## src/verilog/chgcr_params.svh

```systemverilog
// charger control registers: offsets, field positions, reset values, timing
// assumes inclusion by bare name from the package and the top module
`ifndef CHGCR_PARAMS_SVH
`define CHGCR_PARAMS_SVH

// --------------------------------------------------------------------------
// bus address and register ranges
// --------------------------------------------------------------------------
`define CHGCR_SLAVE_ADDR    7'h6B
`define CHGCR_RW_FIRST      8'h00
`define CHGCR_RW_LAST       8'h07
`define CHGCR_RO_FIRST      8'h08
`define CHGCR_RO_LAST       8'h0A
`define CHGCR_OFF_ISRC      8'h00
`define CHGCR_OFF_PWRCFG    8'h01
`define CHGCR_OFF_TMR       8'h05

// --------------------------------------------------------------------------
// field positions
// --------------------------------------------------------------------------
`define CHGCR_HIZ_BIT       7
`define CHGCR_VLIM_MSB      6
`define CHGCR_VLIM_LSB      3
`define CHGCR_EXTERNAL_CURRENT_LIMIT_PIN_MSB      2
`define CHGCR_EXTERNAL_CURRENT_LIMIT_PIN_LSB      0
`define CHGCR_REGRST_BIT    7
`define CHGCR_KICK_BIT      6
`define CHGCR_MODE_MSB      5
`define CHGCR_MODE_LSB      4
`define CHGCR_SMIN_MSB      3
`define CHGCR_SMIN_LSB      1
`define CHGCR_BOOST_BIT     0
`define CHGCR_WDT_MSB       5
`define CHGCR_WDT_LSB       4

// --------------------------------------------------------------------------
// reset values and detection defaults
// --------------------------------------------------------------------------
`define CHGCR_RST_R0        8'h30
`define CHGCR_RST_R1        8'h1B
`define CHGCR_RST_R2        8'h60
`define CHGCR_RST_R3        8'h11
`define CHGCR_RST_R4        8'hB2
`define CHGCR_RST_R5        8'h9A
`define CHGCR_RST_R6        8'h00
`define CHGCR_RST_R7        8'h00
`define CHGCR_EXTERNAL_CURRENT_LIMIT_PIN_SDP_LO   3'h0
`define CHGCR_EXTERNAL_CURRENT_LIMIT_PIN_SDP_HI   3'h2
`define CHGCR_EXTERNAL_CURRENT_LIMIT_PIN_DCP      3'h7

// --------------------------------------------------------------------------
// timing: watchdog base period
// --------------------------------------------------------------------------
`define CHGCR_CLK_HZ        10000000
`define CHGCR_WDT_BASE_S    40
`define CHGCR_WDT_BASE_CYC  (`CHGCR_WDT_BASE_S * `CHGCR_CLK_HZ)

`endif

```

## src/verilog/chgcr_pkg.sv

```systemverilog
// charger control registers: shared types
// assumes chgcr_params.svh is on the include path
package chgcr_pkg;
  `include "chgcr_params.svh"

  // bus engine states
  typedef enum logic [2:0] {
    S_IDLE, S_ADDR, S_PTR, S_WR, S_ACK, S_RD, S_MACK
  } chgcr_state_t;

  // decoded settings driven to the analog side
  typedef struct packed {
    logic       high_impedance_enable;
    logic [3:0] input_voltage_limit;
    logic [2:0] input_current_limit;
    logic [1:0] charger_mode_select;
    logic [2:0] minimum_system_voltage;
    logic       boost_limit_high;
    logic       watchdog_expired;
  } chgcr_cfg_t;

  // port detection report from the source detector
  typedef struct packed {
    logic valid;
    logic is_sdp;
  } chgcr_det_t;
endpackage

```

## src/verilog/chgcr_regs.sv

```systemverilog
// charger control registers: serial slave, register bank 00..0A, watchdog
// assumes SCL/SDA come from open-drain pins; analog side reads CFG
//
// Behaviour
// - slave answers only at seven-bit address 6B; host uses that address.
// - offsets 00 to 07 are readable and writable.
// - offsets 08 to 0A are read-only status taken from inputs.
// - input source bit 7 enables high-impedance mode, resets to zero.
// - input source bits 6:3 hold the input voltage limit code.
// - input source bits 2:0 hold the input current limit code.
// - effective current limit is the lower of register and external pin.
// - port detection loads current limit: SDP by OTG pin, else DCP code.
// - writing one to config bit 7 restores all defaults, bit self-clears.
// - writing one to config bit 6 restarts the watchdog, bit self-clears.
// - watchdog field: 00 off, 01 40s, 10 80s, default 01.
// - config bits 5:4 select charger mode, default charge battery.
// - config bits 3:1 hold minimum system voltage code, default 101.
`timescale 1ns/10ps
`include "chgcr_params.svh"

module chgcr_regs #(
  parameter int unsigned WDT_BASE_CYC = `CHGCR_WDT_BASE_CYC
) (
  input  wire  logic                 CLK_SYS,        // 10 MHz system clock
  input  wire  logic                 RST_B,          // sync reset, active low
  input  wire  logic                 SCL_IN,         // bus clock pin level
  input  wire  logic                 SDA_IN,         // bus data pin level
  output logic                       SDA_OUT,        // data drive value, always 0
  output logic                       SDA_OE_B,       // low while pulling SDA low
  input  wire  logic                 OTG_PIN,        // OTG strap pin level
  input  wire  chgcr_pkg::chgcr_det_t DET,           // detection report, same clock
  input  wire  logic [2:0]           EXT_EXTERNAL_CURRENT_LIMIT_PIN_CODE,  // external pin limit, same clock
  input  wire  logic [23:0]          STATUS_IN,      // status for 0A,09,08
  output chgcr_pkg::chgcr_cfg_t      CFG             // decoded settings
);
  import chgcr_pkg::*;

  // base period must leave the four-times setting inside 32 bits
  if (WDT_BASE_CYC < 1 || WDT_BASE_CYC > 32'd536870911) begin : g_bad_base
    $error("WDT_BASE_CYC out of range");
  end

  // --------------------------------------------------------------------------
  // pin synchronisers
  // --------------------------------------------------------------------------
  logic [2:0] pin_in;
  logic [2:0] s1_q, s2_q, s3_q, flt_q, prev_q;
  logic [2:0] flt_d;

  assign pin_in = {OTG_PIN, SDA_IN, SCL_IN};

  // three stages, filtered value moves when stages two and three agree
  genvar gi;
  generate
    for (gi = 0; gi < 3; gi++) begin : g_sync
      always_comb begin
        flt_d[gi] = (s2_q[gi] == s3_q[gi]) ? s3_q[gi] : flt_q[gi];
      end
    end
  endgenerate

  // sync register stage
  always_ff @(posedge CLK_SYS) begin
    if (!RST_B) begin
      s1_q   <= 3'h3;
      s2_q   <= 3'h3;
      s3_q   <= 3'h3;
      flt_q  <= 3'h3;
      prev_q <= 3'h3;
    end else begin
      s1_q   <= pin_in;
      s2_q   <= s1_q;
      s3_q   <= s2_q;
      flt_q  <= flt_d;
      prev_q <= flt_q;
    end
  end

  logic scl, sda, otg, rise, fall, start, stop;
  assign scl   = flt_q[0];
  assign sda   = flt_q[1];
  assign otg   = flt_q[2];
  assign rise  = scl & ~prev_q[0];
  assign fall  = ~scl & prev_q[0];
  assign start = scl & prev_q[0] & prev_q[1] & ~sda;
  assign stop  = scl & prev_q[0] & ~prev_q[1] & sda;

  // --------------------------------------------------------------------------
  // bus engine and register bank
  // --------------------------------------------------------------------------
  chgcr_state_t st_q, st_d, nxt_q, nxt_d;
  logic [2:0]   cnt_q, cnt_d;
  logic [7:0]   sh_q, sh_d, out_q, out_d, ptr_q, ptr_d;
  logic         done_q, done_d, drv_q, drv_d, kick;
  logic [7:0]   regs_q [0:7];
  logic [7:0]   regs_d [0:7];

  // reset images of offsets 00..07
  localparam logic [7:0] rst_val [0:7] = '{`CHGCR_RST_R0, `CHGCR_RST_R1, `CHGCR_RST_R2,
    `CHGCR_RST_R3, `CHGCR_RST_R4, `CHGCR_RST_R5, `CHGCR_RST_R6, `CHGCR_RST_R7};

  // read mux over the whole map, unmapped reads zero
  function automatic logic [7:0] rd_byte(input logic [7:0] a);
    logic [7:0] v;
    v = 8'h00;
    if (a <= `CHGCR_RW_LAST) begin
      v = regs_q[a[2:0]];
    end else if (a == `CHGCR_RO_FIRST) begin
      v = STATUS_IN[7:0];
    end else if (a == 8'h09) begin
      v = STATUS_IN[15:8];
    end else if (a == `CHGCR_RO_LAST) begin
      v = STATUS_IN[23:16];
    end
    return v;
  endfunction

  // next state of the engine and the bank
  always_comb begin
    st_d   = st_q;
    nxt_d  = nxt_q;
    cnt_d  = cnt_q;
    sh_d   = sh_q;
    out_d  = out_q;
    ptr_d  = ptr_q;
    done_d = done_q;
    drv_d  = drv_q;
    kick   = 1'b0;
    for (int i = 0; i < 8; i++) begin
      regs_d[i] = regs_q[i];
    end
    if (DET.valid) begin
      if (DET.is_sdp) begin
        regs_d[0][`CHGCR_EXTERNAL_CURRENT_LIMIT_PIN_MSB:`CHGCR_EXTERNAL_CURRENT_LIMIT_PIN_LSB] =
          otg ? `CHGCR_EXTERNAL_CURRENT_LIMIT_PIN_SDP_HI : `CHGCR_EXTERNAL_CURRENT_LIMIT_PIN_SDP_LO;
      end else begin
        regs_d[0][`CHGCR_EXTERNAL_CURRENT_LIMIT_PIN_MSB:`CHGCR_EXTERNAL_CURRENT_LIMIT_PIN_LSB] = `CHGCR_EXTERNAL_CURRENT_LIMIT_PIN_DCP;
      end
    end
    if (start) begin
      st_d   = S_ADDR;
      cnt_d  = 3'h0;
      done_d = 1'b0;
      drv_d  = 1'b0;
    end else if (stop) begin
      st_d  = S_IDLE;
      drv_d = 1'b0;
    end else if (rise) begin
      case (st_q)
        S_ADDR, S_PTR, S_WR: begin
          sh_d  = {sh_q[6:0], sda};
          cnt_d = cnt_q + 3'h1;
          if (cnt_q == 3'h7) begin
            done_d = 1'b1;
          end
        end
        S_MACK: begin
          if (sda) begin
            st_d = S_IDLE;
          end
        end
        default: ;
      endcase
    end else if (fall) begin
      case (st_q)
        S_ADDR: begin
          if (done_q) begin
            done_d = 1'b0;
            if (sh_q[7:1] == `CHGCR_SLAVE_ADDR) begin
              drv_d = 1'b1;
              st_d  = S_ACK;
              nxt_d = sh_q[0] ? S_RD : S_PTR;
            end else begin
              st_d = S_IDLE;
            end
          end
        end
        S_PTR: begin
          if (done_q) begin
            done_d = 1'b0;
            ptr_d  = sh_q;
            drv_d  = 1'b1;
            st_d   = S_ACK;
            nxt_d  = S_WR;
          end
        end
        S_WR: begin
          if (done_q) begin
            done_d = 1'b0;
            drv_d  = 1'b1;
            st_d   = S_ACK;
            nxt_d  = S_WR;
            ptr_d  = ptr_q + 8'h01;
            if (ptr_q == `CHGCR_OFF_PWRCFG) begin
              kick = sh_q[`CHGCR_KICK_BIT];
              if (sh_q[`CHGCR_REGRST_BIT]) begin
                for (int i = 0; i < 8; i++) begin
                  regs_d[i] = rst_val[i];
                end
              end else begin
                regs_d[1] = {2'b00, sh_q[5:0]};
              end
            end else if (ptr_q <= `CHGCR_RW_LAST) begin
              regs_d[ptr_q[2:0]] = sh_q;
            end
          end
        end
        S_ACK: begin
          drv_d = 1'b0;
          cnt_d = 3'h0;
          st_d  = nxt_q;
          if (nxt_q == S_RD) begin
            out_d = rd_byte(ptr_q);
            drv_d = ~out_d[7];
            ptr_d = ptr_q + 8'h01;
          end
        end
        S_RD: begin
          if (cnt_q == 3'h7) begin
            drv_d = 1'b0;
            st_d  = S_MACK;
          end else begin
            out_d = {out_q[6:0], 1'b0};
            drv_d = ~out_d[7];
            cnt_d = cnt_q + 3'h1;
          end
        end
        S_MACK: begin
          cnt_d = 3'h0;
          st_d  = S_RD;
          out_d = rd_byte(ptr_q);
          drv_d = ~out_d[7];
          ptr_d = ptr_q + 8'h01;
        end
        default: st_d = S_IDLE;
      endcase
    end
  end

  // engine and bank registers
  always_ff @(posedge CLK_SYS) begin
    if (!RST_B) begin
      st_q   <= S_IDLE;
      nxt_q  <= S_IDLE;
      cnt_q  <= 3'h0;
      sh_q   <= 8'h00;
      out_q  <= 8'h00;
      ptr_q  <= 8'h00;
      done_q <= 1'b0;
      drv_q  <= 1'b0;
      for (int i = 0; i < 8; i++) begin
        regs_q[i] <= rst_val[i];
      end
    end else begin
      st_q   <= st_d;
      nxt_q  <= nxt_d;
      cnt_q  <= cnt_d;
      sh_q   <= sh_d;
      out_q  <= out_d;
      ptr_q  <= ptr_d;
      done_q <= done_d;
      drv_q  <= drv_d;
      for (int i = 0; i < 8; i++) begin
        regs_q[i] <= regs_d[i];
      end
    end
  end

  // --------------------------------------------------------------------------
  // watchdog and effective current limit
  // --------------------------------------------------------------------------
  logic [31:0] wdt_q, wdt_d, wdt_lim;
  logic        exp_q, exp_d;
  logic [2:0]  eff_q, eff_d;
  logic [1:0]  wdt_sel;

  assign wdt_sel = regs_q[5][`CHGCR_WDT_MSB:`CHGCR_WDT_LSB];

  // period select, restart on kick or disable
  always_comb begin
    case (wdt_sel)
      2'h1:    wdt_lim = 32'(WDT_BASE_CYC);
      2'h2:    wdt_lim = 32'(WDT_BASE_CYC) << 1;
      2'h3:    wdt_lim = 32'(WDT_BASE_CYC) << 2;
      default: wdt_lim = 32'h0000_0000;
    endcase
    wdt_d = wdt_q;
    exp_d = exp_q;
    if (kick || wdt_sel == 2'h0) begin
      wdt_d = 32'h0000_0000;
      exp_d = (wdt_sel != 2'h0) && !exp_q && (wdt_q >= wdt_lim - 32'h1); // expiry beats kick
    end else if (wdt_q >= wdt_lim - 32'h1) begin
      exp_d = 1'b1;
    end else begin
      wdt_d = wdt_q + 32'h1;
    end
    eff_d = regs_q[0][`CHGCR_EXTERNAL_CURRENT_LIMIT_PIN_MSB:`CHGCR_EXTERNAL_CURRENT_LIMIT_PIN_LSB];
    if (EXT_EXTERNAL_CURRENT_LIMIT_PIN_CODE < eff_d) begin
      eff_d = EXT_EXTERNAL_CURRENT_LIMIT_PIN_CODE;
    end
  end

  // watchdog and current limit registers
  always_ff @(posedge CLK_SYS) begin
    if (!RST_B) begin
      wdt_q <= 32'h0000_0000;
      exp_q <= 1'b0;
      eff_q <= 3'h0;
    end else begin
      wdt_q <= wdt_d;
      exp_q <= exp_d;
      eff_q <= eff_d;
    end
  end

  // --------------------------------------------------------------------------
  // outputs
  // --------------------------------------------------------------------------
  assign SDA_OUT  = 1'b0;
  assign SDA_OE_B = ~drv_q;
  assign CFG.high_impedance_enable  = regs_q[0][`CHGCR_HIZ_BIT];
  assign CFG.input_voltage_limit    = regs_q[0][`CHGCR_VLIM_MSB:`CHGCR_VLIM_LSB];
  assign CFG.input_current_limit    = eff_q;
  assign CFG.charger_mode_select    = regs_q[1][`CHGCR_MODE_MSB:`CHGCR_MODE_LSB];
  assign CFG.minimum_system_voltage = regs_q[1][`CHGCR_SMIN_MSB:`CHGCR_SMIN_LSB];
  assign CFG.boost_limit_high       = regs_q[1][`CHGCR_BOOST_BIT];
  assign CFG.watchdog_expired       = exp_q;

endmodule // chgcr_regs

```

## config.mk

```make
export PLATFORM = sky130hd
export DESIGN_NAME = chgcr_regs
export DESIGN_NICKNAME = d
export VERILOG_FILES = /design/src/verilog/chgcr_pkg.sv /design/src/verilog/chgcr_regs.sv
export VERILOG_INCLUDE_DIRS = /design/src /design/src/verilog
export SDC_FILE = /design/constraint.sdc
export NUM_CORES = 1
export LEC_CHECK = 0
export BUFFER_PORTS_ARGS = -buffer_cell sky130_fd_sc_hd__buf_2
export CAP_MARGIN = 40
export CORE_MARGIN = 8
export CORE_UTILIZATION = 46
export DETAILED_ROUTE_END_ITERATION = 10
export GPL_ROUTABILITY_DRIVEN = 1
export PLACE_DENSITY_LB_ADDON = 0.3
export SYNTH_ARGS = -nofsm -noshare
export SYNTH_HDL_FRONTEND = slang
export SYNTH_SLANG_ARGS = --single-unit
```

## constraint.sdc

```tcl
create_clock -name CLK_SYS -period 3 [get_ports CLK_SYS]
set_input_delay 0 -clock CLK_SYS [delete_from_list [all_inputs] [get_ports CLK_SYS]]
set_output_delay 0 -clock CLK_SYS [all_outputs]
set_load 0.005 [all_outputs]
```

==> results.toml, run 1 <==
[run_status]
status = "finished clean"

[power_and_ir_drop]
p_switching_mw = 0.9952
power_density_nw_per_um2 = 460.5
p_leak_nw = 3.621
switching_share = 0.2349
pwr-share-comb = 0.031
intPower_mw = 3.241
seq_power_share = 0.479
p_clk_frac = 0.489
p_total_mw = 4.236
irDropWorstVdd_v = 0.0003938

[critical_path]
required_ns = 3.35
slowest_delay_ns = 0.49
cp_max_fo = 10
cpMostUsedCell = "buf_4"
worstSetupPathType = "reg2reg"
crit_chain = "inv_1 > ha_2 > xor2_4 > buf_4 > ha_1 > and3_1 > o21ai_0 > a21o_1 > nand4_1 > buf_4 > or4_1 > a21oi_1"
end_kind = "flip-flop"
cpMaxStageDelayCell = "or4_1"
path_buf_inv = 3
arrival_ns = 3.25
crit_family = "simple AND/OR/NAND/NOR gates"
start_kind = "flip-flop"

[synth]
ys_types = 70
yosysSeqAreaShare = 0.3750
synth_area_um2 = 8060
async_reset_ff_frac = 0
synth_edf_count = 0
avgSynthCellArea_um2 = 8.867
synthCells = 909
yosysWarnings = 0
ys_ff_latch = 151
synth_ff_type = "dfxtp_1"
syn-num-nets = 981

[clock_network]
clock-sinks = 151
cts_max_level = 4
clk_latency_ns = 0.43
cts_buffer_depth = 2
clk_pin_slew_worst_paths_ns = 0.07
clock-root-buffer = "clkbuf_16"
numCtsBuffers = 17
cts_tree = "yes"

[placed_design]
gp_congestion = 0.8808
placed_cell_area_um2 = 8446
port_buffers = 49
dp_hpwl_um = 13960

[global_route]
grt_pass1_wl_um = 32880
grt_pass1_vias = 6299
antenna_found_initial = 0
track_usage = 0.1850
grt_max_degree = 46
grt_overflow_total = 0

[sta]
period_needed_ns = 2.894
setup_violations = 0
finalHoldViolCount = 0
finalClockSkew_ns = 0.01369
max_freq_mhz = 345.5
timing.final.max_slew_violations = 0
tightest_slew_ns = 0.7436
relSlewSlack = 0.5002
period_share = 0.9647

[floorplanning]
die_height_um = 148.4
die-area_um2 = 22010
rows = 48
ios = 51
die_w_um = 148.4
start_util = 0.4676
core_area_um2 = 17240

[drt]
wl_per_cell_um = 17.14
dr.pass1.iters = 5
drt_iter0_markers = 535
num_vias = 6847
drc = 0
via_per_inst = 5.778
finalWirelength_um = 20310
ant_nets = 0

[finish]
final_area_um2 = 9200
drive_gt1_frac = 0.1552
num_antenna_cells = 0
final_common_cell = "dfxtp_1"
fin_nets = 1020
final_cell_mix = "151 x dfxtp_1, 71 x a21oi_1, 67 x nand2_1"
syn2layout_area_growth_pct = 14.14

[flow_run]
cap_violations = 0

[worst_hold_path]
hp-class = "in2reg"
metrics by stage:
step	utilization	TNS, ns	setup slack, ns	hold WS [ns]	instances
final	0.5338	0	0.1058	0.03275	1185
after global routing	0.5338	-0.04616	-0.03068	0.05126	1185
after CTS	0.5299	0	0.002695	0.01421	1183
after detailed placement	0.4900	0	0.01653	0.1892	1140
after global placement	0.4900	0	0.1360	0.1806	1140
after floorplan	-	0	0.1582	0.1015	909
sequential cells by signal, indices dropped and copies added, names as in the netlist, named ones only:
| register | count |
|---|---|
| regs_q | 64 |
| wdt_q | 32 |
| ptr_q | 8 |
| sh_q | 8 |
| out_q | 7 |
| cnt_q | 3 |
| eff_q | 3 |
| flt_q | 3 |
| nxt_q | 3 |
| s1_q | 3 |
| s2_q | 3 |
| s3_q | 3 |
| st_q | 3 |
| prev_q | 2 |
| done_q | 1 |
| drv_q | 1 |
| exp_q | 1 |
worst register-to-register path, delay by kind of cell, from the launching register on:
kind / cells / cell delay, ns
AOI/OAI and AO/OA: 3 / 0.55
xor gates and xnor gates: 1 / 0.21
adders and majority gates: 2 / 0.53
buffers and inverters: 3 / 0.42
DFF: 1 / 0.34
and+or+nand+nor: 3 / 0.79
synth_stat cells, types with 5 or more instances:
cell / n / area [um^2]
o211ai_1: 13 / 97.59
o21ai_0: 60 / 300.3
a22oi_1: 7 / 52.55
and2_1: 9 / 56.30
o22a_1: 5 / 43.79
or4_1: 8 / 60.06
a221o_1: 6 / 60.06
and3_1: 9 / 56.30
clkbuf_1: 37 / 138.9
nand2_1: 67 / 251.5
nand4_1: 16 / 100.1
mux2i_1: 50 / 500.5
nor2b_1: 21 / 131.4
buf_1: 5 / 18.77
and4_1: 8 / 70.07
mux4_2: 16 / 360.4
dfxtp_1: 151 / 3023
buf_4: 15 / 112.6
a21o_1: 5 / 37.54
a21oi_1: 73 / 365.4
o221ai_1: 8 / 70.07
or3_1: 29 / 181.4
nand3b_1: 5 / 37.54
nand3_1: 28 / 140.1
ha_1: 38 / 475.5
nor3_1: 15 / 75.07
nand2b_1: 16 / 100.1
inv_1: 29 / 108.9
buf_2: 14 / 70.07
nor2_1: 61 / 229.0
a31oi_1: 7 / 43.79
o31ai_1: 8 / 60.06
a21boi_0: 11 / 82.58
path summary, 6_finish.rpt:
check | from | end | slack [ns] | depth (start not counted)
setup reg to reg | regs_q[5][4]$_SDFFE_PN1P_ | wdt_q[23]$_SDFFE_PP0N_ | 0.11 | 12
hold reg to reg | s1_q[0]$_SDFF_PN1_ | s2_q[0]$_SDFF_PN1_ | 0.41 | 1
hold / removal | STATUS_IN[0] | out_q[0]$_SDFFE_PN0P_ | 0.03 | 5
setup / recovery | regs_q[5][4]$_SDFFE_PN1P_ | wdt_q[23]$_SDFFE_PP0N_ | 0.11 | 12
metal layers:
layer | part of all wire | routed length (um) | global-route usage
met4 | 0.017 | 351 | 0.05966
met5 | 0 | 0 | 0
met1 | 0.46 | 9374 | 0.2468
met3 | 0.056 | 1141 | 0.04619
met2 | 0.46 | 9437 | 0.2872
repair_timing:
action                                 in CTS  in global routing
endpoints found under the hold margin      16                  0
setup endpoints to repair                   0                 21
setup buffers                               0                  2
gates resized for setup                     0                  8
hold buffers                               12                  0
power by group through the flow:
| stage | Combinational, mW | Sequential, mW | Clock (mW) |
|---|---|---|---|
| global route | 0.148 | 2.03 | 2.19 |
| floorplan | 0.0738 | 2.07 | 0 |
| global placement | 0.119 | 2.08 | 0 |
| detailed placement | 0.120 | 2.08 | 0 |
| finish | 0.133 | 2.03 | 2.07 |
| CTS | 0.133 | 2.03 | 2.11 |
cell type report:
cell class / count / area, um^2
sequential: 151 / 3023
fill: 1572 / 8036
clock buffer: 17 / 425.4
multi-input combinational: 655 / 4606
inverter: 29 / 108.9
clock inverter: 14 / 142.6
tap: 225 / 281.5
timing repair buffer: 94 / 613.1
cells by family (layout without fill, tap and decap cells):
kind of cell,count (synthesis),count (layout),synth area share
buffers and inverters,103,154,0.05992
XOR/XNOR,6,6,0.006520
flip-flops,151,151,0.3750
adder cells (fa/ha/maj),38,38,0.05899
AND/OR/NAND/NOR,312,312,0.2091
AO/OA/AOI/OAI,232,232,0.1832
multiplexers,66,66,0.1068
other,1,1,0.0004652
Note: power is estimated with default switching activity, not from simulation.
==> run 2, diff against run 1 <==
--- a/config.mk
+++ b/config.mk
@@ -6,6 +6,7 @@
 export SDC_FILE = /design/constraint.sdc
 export NUM_CORES = 1
 export LEC_CHECK = 0
+export ABC_AREA = 1
 export BUFFER_PORTS_ARGS = -buffer_cell sky130_fd_sc_hd__buf_2
 export CAP_MARGIN = 40
 export CORE_MARGIN = 8
@@ -13,6 +14,7 @@
 export DETAILED_ROUTE_END_ITERATION = 10
 export GPL_ROUTABILITY_DRIVEN = 1
 export PLACE_DENSITY_LB_ADDON = 0.3
+export SKIP_CTS_REPAIR_TIMING = 1
 export SYNTH_ARGS = -nofsm -noshare
 export SYNTH_HDL_FRONTEND = slang
 export SYNTH_SLANG_ARGS = --single-unit
==> run 2 against run 1 <==
  * The flow now finishes with violations (negative hold slack)
  * Die area up 13%
  * Synthesized cell count up 55%
  * Sequential cell count unchanged
  * Cell area up 12%
  * First-iteration DRC count up 73%
  * Synthesized area up 15%
  * Hold slack worse by 0.053 ns
  * Sequential power about the same
  * Total power down 1.0%
  * Register-to-register slack better by 0.15 ns
  * Clock power about the same
  * Critical endpoint is now wdt_q[31]$_SDFFE_PP0N_
  * Largest power group unchanged
==> results.toml, run 2 <==
[run_status]
status = "finished, violations left"
violations = "negative hold slack"

[floorplanning]
rows = 52
ios = 51
die_w_um = 158.0
die_height_um = 158.0
die-area_um2 = 24980
core_area_um2 = 20040
start_util = 0.4631

[clock_network]
clk_pin_slew_worst_paths_ns = 0.06
clock-root-buffer = "clkbuf_16"
clk_latency_ns = 0.43
numCtsBuffers = 17
clock-sinks = 151
cts_tree = "yes"
cts_buffer_depth = 2
cts_max_level = 4

[critical_path]
start_kind = "flip-flop"
cpMostUsedCell = "nand2_1"
cp_num_cells = 15
cpMaxStageDelayCell = "dfxtp_1"
required_ns = 3.35
worstSetupPathType = "reg2reg"
path_buf_inv = 3
slowest_delay_ns = 0.39
crit_family = "simple AND/OR/NAND/NOR gates"
arrival_ns = 3.09
cp_max_fo = 32
r2r_cells = 15
end_kind = "flip-flop"
crit_chain = "inv_1 > ha_1 > inv_1 > nand2_1 > and2_1 > ha_1 > nand2_1 > nand3b_1 > nand2_1 > nand2_1 > nand2_1 > a21boi_2 > buf_4 > nand4_1 > a21oi_1"

[sta]
setup_violations = 0
setup_slack_ns = 0.2605
relSlewSlack = 0.4632
tightest_slew_ns = 0.8043
setup_tns_ns = 0
finalClockSkew_ns = 0.01138
max_freq_mhz = 365.0
period_share = 0.9132
period_needed_ns = 2.740
rsz0062_at_grt = "false"
whs_ns = -0.02066
finalHoldViolCount = 1
timing.final.max_slew_violations = 0

[synth]
syn-num-nets = 1485
synth.top_cells.by_count = "343 x nand2_1, 165 x nor2_1, 151 x dfxtp_1"
yosys-top-cells-area = "dfxtp_1 33%, nand2_1 14%, nor2_1 6.7%"
yosysWarnings = 0
avgSynthCellArea_um2 = 6.568
yosysSeqAreaShare = 0.3257
synth_area_um2 = 9280
synth_ff_type = "dfxtp_1"
synth_edf_count = 0
ys_types = 45
yosysMostFrequentCell = "nand2_1"
synthCells = 1413
yosysTopAreaCellShare = 0.3257
ys_ff_latch = 151
async_reset_ff_frac = 0
synth_top_area_cell = "dfxtp_1"

[power_and_ir_drop]
p_leak_nw = 4.674
p_clk_frac = 0.485
power_density_nw_per_um2 = 407.9
seq_power_share = 0.484
intPower_mw = 3.225
p_switching_mw = 0.9685
switching_share = 0.2309
pwr-share-comb = 0.031
irDropWorstVdd_v = 0.0003378
p_total_mw = 4.194

[placed_design]
dp_hpwl_um = 19330
port_buffers = 49
post-place-ws_ns = 0.2209
dp.cells = 1678
gp_congestion = 0.9130
placed_cell_area_um2 = 9651

[global_route]
grt_pass1_wl_um = 43190
grt_pass1_vias = 8415
antenna_found_initial = 0
grt_overflow_total = 0
grt_max_degree = 51
track_usage = 0.2176

[finish]
fill_cells = 2030
syn2layout_area_growth_pct = 10.79
seqCellArea_um2 = 3023
largest_reg_flops = 64
multi_input_area_um2 = 5300
drive_gt1_frac = 0.09682
finalCoreUtilization = 0.5130
instances_no_fill = 1716
final_cell_mix = "343 x nand2_1, 165 x nor2_1, 151 x dfxtp_1"
top_register = "regs_q"
largestRegisters = "regs_q x64, wdt_q x32"
final_area_um2 = 10280
fin_nets = 1507
num_antenna_cells = 0
final_common_cell = "nand2_1"

[drt]
wl_per_cell_um = 15.77
num_vias = 9319
dr.pass1.iters = 6
ant_nets = 0
drt_iter0_markers = 926
finalWirelength_um = 27060
drc = 0
via_per_inst = 5.431

[worst_hold_path]
hold_depth = 6
hp-class = "in2reg"

[flow_run]
cap_violations = 0
run 2: cell types whose count changed after synthesis, moves of 29 or more:
cell	delta
mux2i_1	-50
nand2_1	+276
o21ai_0	+34
a21oi_1	+49
inv_1	+114
nor2_1	+104
nand3_1	+48
or3_1	-29
run 2: kinds of logic (layout without fill, tap and decap cells):
logic type,Yosys count,in the layout,share of synthesized area
AND/OR/NAND/NOR,718,718,0.3519
AO/OA/AOI/OAI,257,257,0.1484
buffers and inverters,229,262,0.1044
flip-flops,151,151,0.3257
adder cells (fa/ha/maj),38,38,0.05123
XOR/XNOR,19,19,0.01793
other,1,1,0.0004041
run 2: path summary, 6_finish.rpt:
path	startpoint	to	slack, ns
worst min-delay path	STATUS_IN[15]	drv_q$_SDFFE_PP0P_	-0.02
worst min register to register	s1_q[2]$_SDFF_PN0_	s2_q[2]$_SDFF_PN0_	0.41
worst max register to register	regs_q[5][4]$_SDFFE_PN1P_	wdt_q[31]$_SDFFE_PP0N_	0.26
worst max-delay path	regs_q[5][4]$_SDFFE_PN1P_	wdt_q[31]$_SDFFE_PP0N_	0.26
run 2: layer usage:
layer	up-vias	GRT usage	wire, um
met5	-	0	0
met4	0	0.08307	741
met3	59	0.05187	2376
met2	362	0.3369	12080
met1	4241	0.2876	11860
li1	4657	-	-
run 2: worst reg2reg max path: stages, from the launching register on:
cell and delay, ns:
dfxtp_1 0.39, inv_1 0.11, ha_1 0.24, inv_1 0.20, nand2_1 0.12, and2_1 0.20, ha_1 0.29, nand2_1 0.06
nand3b_1 0.10, nand2_1 0.05, nand2_1 0.05, nand2_1 0.08, a21boi_2 0.12, buf_4 0.34, nand4_1 0.18, a21oi_1 0.15
run 2: power by group through the flow:
stage	Combinational [mW]	Sequential [mW]	Clock, mW
after floorplan	0.0751	2.07	0
after global placement	0.118	2.07	0
after detailed placement	0.120	2.07	0
after CTS	0.121	2.03	2.05
after global routing	0.145	2.03	2.15
final	0.130	2.03	2.04
run 2: cell type report:
cell class                 count  area share
clock buffer                  19     0.04308
timing repair buffer          80     0.04880
multi-input combinational   1033      0.5155
tap                          270     0.03286
clock inverter                11     0.01010
inverter                     152     0.05562
sequential                   151      0.2940
==> run 3, diff against run 2 <==
--- a/config.mk
+++ b/config.mk
@@ -9,10 +9,13 @@
 export ABC_AREA = 1
 export BUFFER_PORTS_ARGS = -buffer_cell sky130_fd_sc_hd__buf_2
 export CAP_MARGIN = 40
+export CELL_PAD_IN_SITES_DETAIL_PLACEMENT = 0
+export CELL_PAD_IN_SITES_GLOBAL_PLACEMENT = 1
+export CORE_ASPECT_RATIO = 0.75
 export CORE_MARGIN = 8
-export CORE_UTILIZATION = 46
+export CORE_UTILIZATION = 40
 export DETAILED_ROUTE_END_ITERATION = 10
-export GPL_ROUTABILITY_DRIVEN = 1
+export GPL_ROUTABILITY_DRIVEN = 0
 export PLACE_DENSITY_LB_ADDON = 0.3
 export SKIP_CTS_REPAIR_TIMING = 1
 export SYNTH_ARGS = -nofsm -noshare
==> run 3 against run 2 <==
  * The flow now finishes without violations
  * Non-clock buffer count increased by 2
  * Setup slack improved by 0.083 ns
  * Hold slack improved by 0.032 ns
  * Register-to-register slack improved by 0.08 ns
  * Clock-buffer cell count increased by 3
  * Sequential share of layout area decreased by 0.33 points
  * Core utilization decreased by 5.9 points
  * Critical path depth unchanged
  * Global-route usage decreased by 1.8 points
  * Sequential power about the same
  * Largest cell class unchanged
  * Largest power group unchanged
==> results.toml, run 3 (synthesized netlist as in run 2, its figures left out) <==
[drt]
drc = 0
wl_per_cell_um = 16.15
drt_iter0_markers = 907
finalWirelength_um = 28250
num_vias = 9073
via_per_inst = 5.188
dr.pass1.iters = 6
ant_nets = 0

[clock_network]
cts_buffer_depth = 2
cts_max_level = 4
clock-root-buffer = "clkbuf_16"
numCtsBuffers = 17
clk_latency_ns = 0.43
clock-sinks = 151
cts_tree = "yes"
clk_pin_slew_worst_paths_ns = 0.06

[sta]
relSlewSlack = 0.5355
tightest_slew_ns = 0.6915
period_needed_ns = 2.657
timing.final.max_slew_violations = 0
rsz0062_at_grt = "false"
setup_violations = 0
setup_tns_ns = 0
max_freq_mhz = 376.4
finalClockSkew_ns = 0.008203
period_share = 0.8857
finalHoldViolCount = 0
setup_slack_ns = 0.3430

[floorplanning]
start_util = 0.4056
rows = 48
die_height_um = 147.9
core_area_um2 = 22880
ios = 51
die_w_um = 191.9
die-area_um2 = 28380

[finish]
fill_cells = 2347
final_common_cell = "nand2_1"
drive_gt1_frac = 0.09593
final_cell_mix = "343 x nand2_1, 165 x nor2_1, 151 x dfxtp_1"
largest_reg_flops = 64
top_register = "regs_q"
largestRegisters = "regs_q x64, wdt_q x32"
syn2layout_area_growth_pct = 12.04
fin_nets = 1509
num_antenna_cells = 0

[critical_path]
worstSetupPathType = "reg2reg"
slowest_delay_ns = 0.38
crit_family = "simple AND/OR/NAND/NOR gates"
end_kind = "flip-flop"
required_ns = 3.36
path_buf_inv = 3
cpMostUsedCell = "nand2_1"
arrival_ns = 3.02
cp_max_fo = 33
crit_chain = "inv_1 > ha_1 > inv_1 > nand2_1 > and2_1 > ha_1 > nand2_1 > nor2_1 > nand3_1 > nor2_1 > nand2_1 > nand4_2 > buf_8 > nand2_1 > a21oi_1"
start_kind = "flip-flop"
cpMaxStageDelayCell = "dfxtp_1"

[power_and_ir_drop]
power_density_nw_per_um2 = 419.3
p_total_mw = 4.360
irDropWorstVdd_v = 0.0003201
p_leak_nw = 4.712

[global_route]
grt_pass1_vias = 7979
grt_max_degree = 51
antenna_found_initial = 0
grt_pass1_wl_um = 44970
grt_overflow_total = 0
track_usage = 0.1993

[worst_hold_path]
hp-class = "in2reg"

[placed_design]
dp_hpwl_um = 20020
port_buffers = 49
post-place-ws_ns = 0.2539

[flow_run]
cap_violations = 0

[run_status]
status = "finished clean"
## run 3: worst paths after layout
check | slack, ns | end | depth (start not counted) | startpoint
setup / recovery | 0.34 | wdt_q[8]$_SDFFE_PP0N_ | 15 | regs_q[5][4]$_SDFFE_PN1P_
hold / removal | 0.01 | drv_q$_SDFFE_PP0P_ | 6 | STATUS_IN[15]
setup reg to reg | 0.34 | wdt_q[8]$_SDFFE_PP0N_ | 15 | regs_q[5][4]$_SDFFE_PN1P_
hold reg to reg | 0.41 | s2_q[2]$_SDFF_PN0_ | 2 | s1_q[2]$_SDFF_PN0_
## run 3: layout make-up
| cell class | count | area [um^2] | share of cell area |
|---|---|---|---|
| flip-flops and latches | 151 | 3023 | 0.2907 |
| clock buffers | 22 | 454.2 | 0.04368 |
| repair buffers | 82 | 546.8 | 0.05259 |
| clock inverters | 9 | 126.4 | 0.01215 |
| multi-input cells | 1033 | 5300 | 0.5097 |
| well taps | 300 | 375.4 | 0.03610 |
| inverters | 152 | 571.8 | 0.05499 |
## run 3: worst min-delay path: cells and delay by family
kind | cells | cell delay (ns)
buffers and inverters | 2 | 0.10
AO/OA/AOI/OAI | 1 | 0.07
AND/OR/NAND/NOR | 3 | 0.22
## run 3: through the flow
| step | util | hold slack, ns | instances | instance area (um^2) |
|---|---|---|---|---|
| CTS | 0.4500 | -0.2581 | 1740 | 10300 |
| finish | 0.4544 | 0.01163 | 1749 | 10400 |
| floorplan | - | 0.09763 | 1413 | 9280 |
| global placement | 0.4234 | 0.1844 | 1708 | 9688 |
| detailed placement | 0.4246 | 0.1910 | 1709 | 9716 |
| global route | 0.4544 | 0.04870 | 1749 | 10400 |
## run 3: power by group
group | switching (mW) | internal (mW)
Combinational | 0.0818 | 0.0563
Clock | 0.870 | 1.32
Sequential | 0.0111 | 2.02
Total | 0.963 | 3.40
## run 3: layer usage
layer,vias to the layer above,wire length (um),GRT usage
li1,4648,-,-
met1,4109,14970,0.3170
met2,302,10590,0.2578
met3,14,2531,0.05367
met4,0,163,0.03303
met5,-,0,0
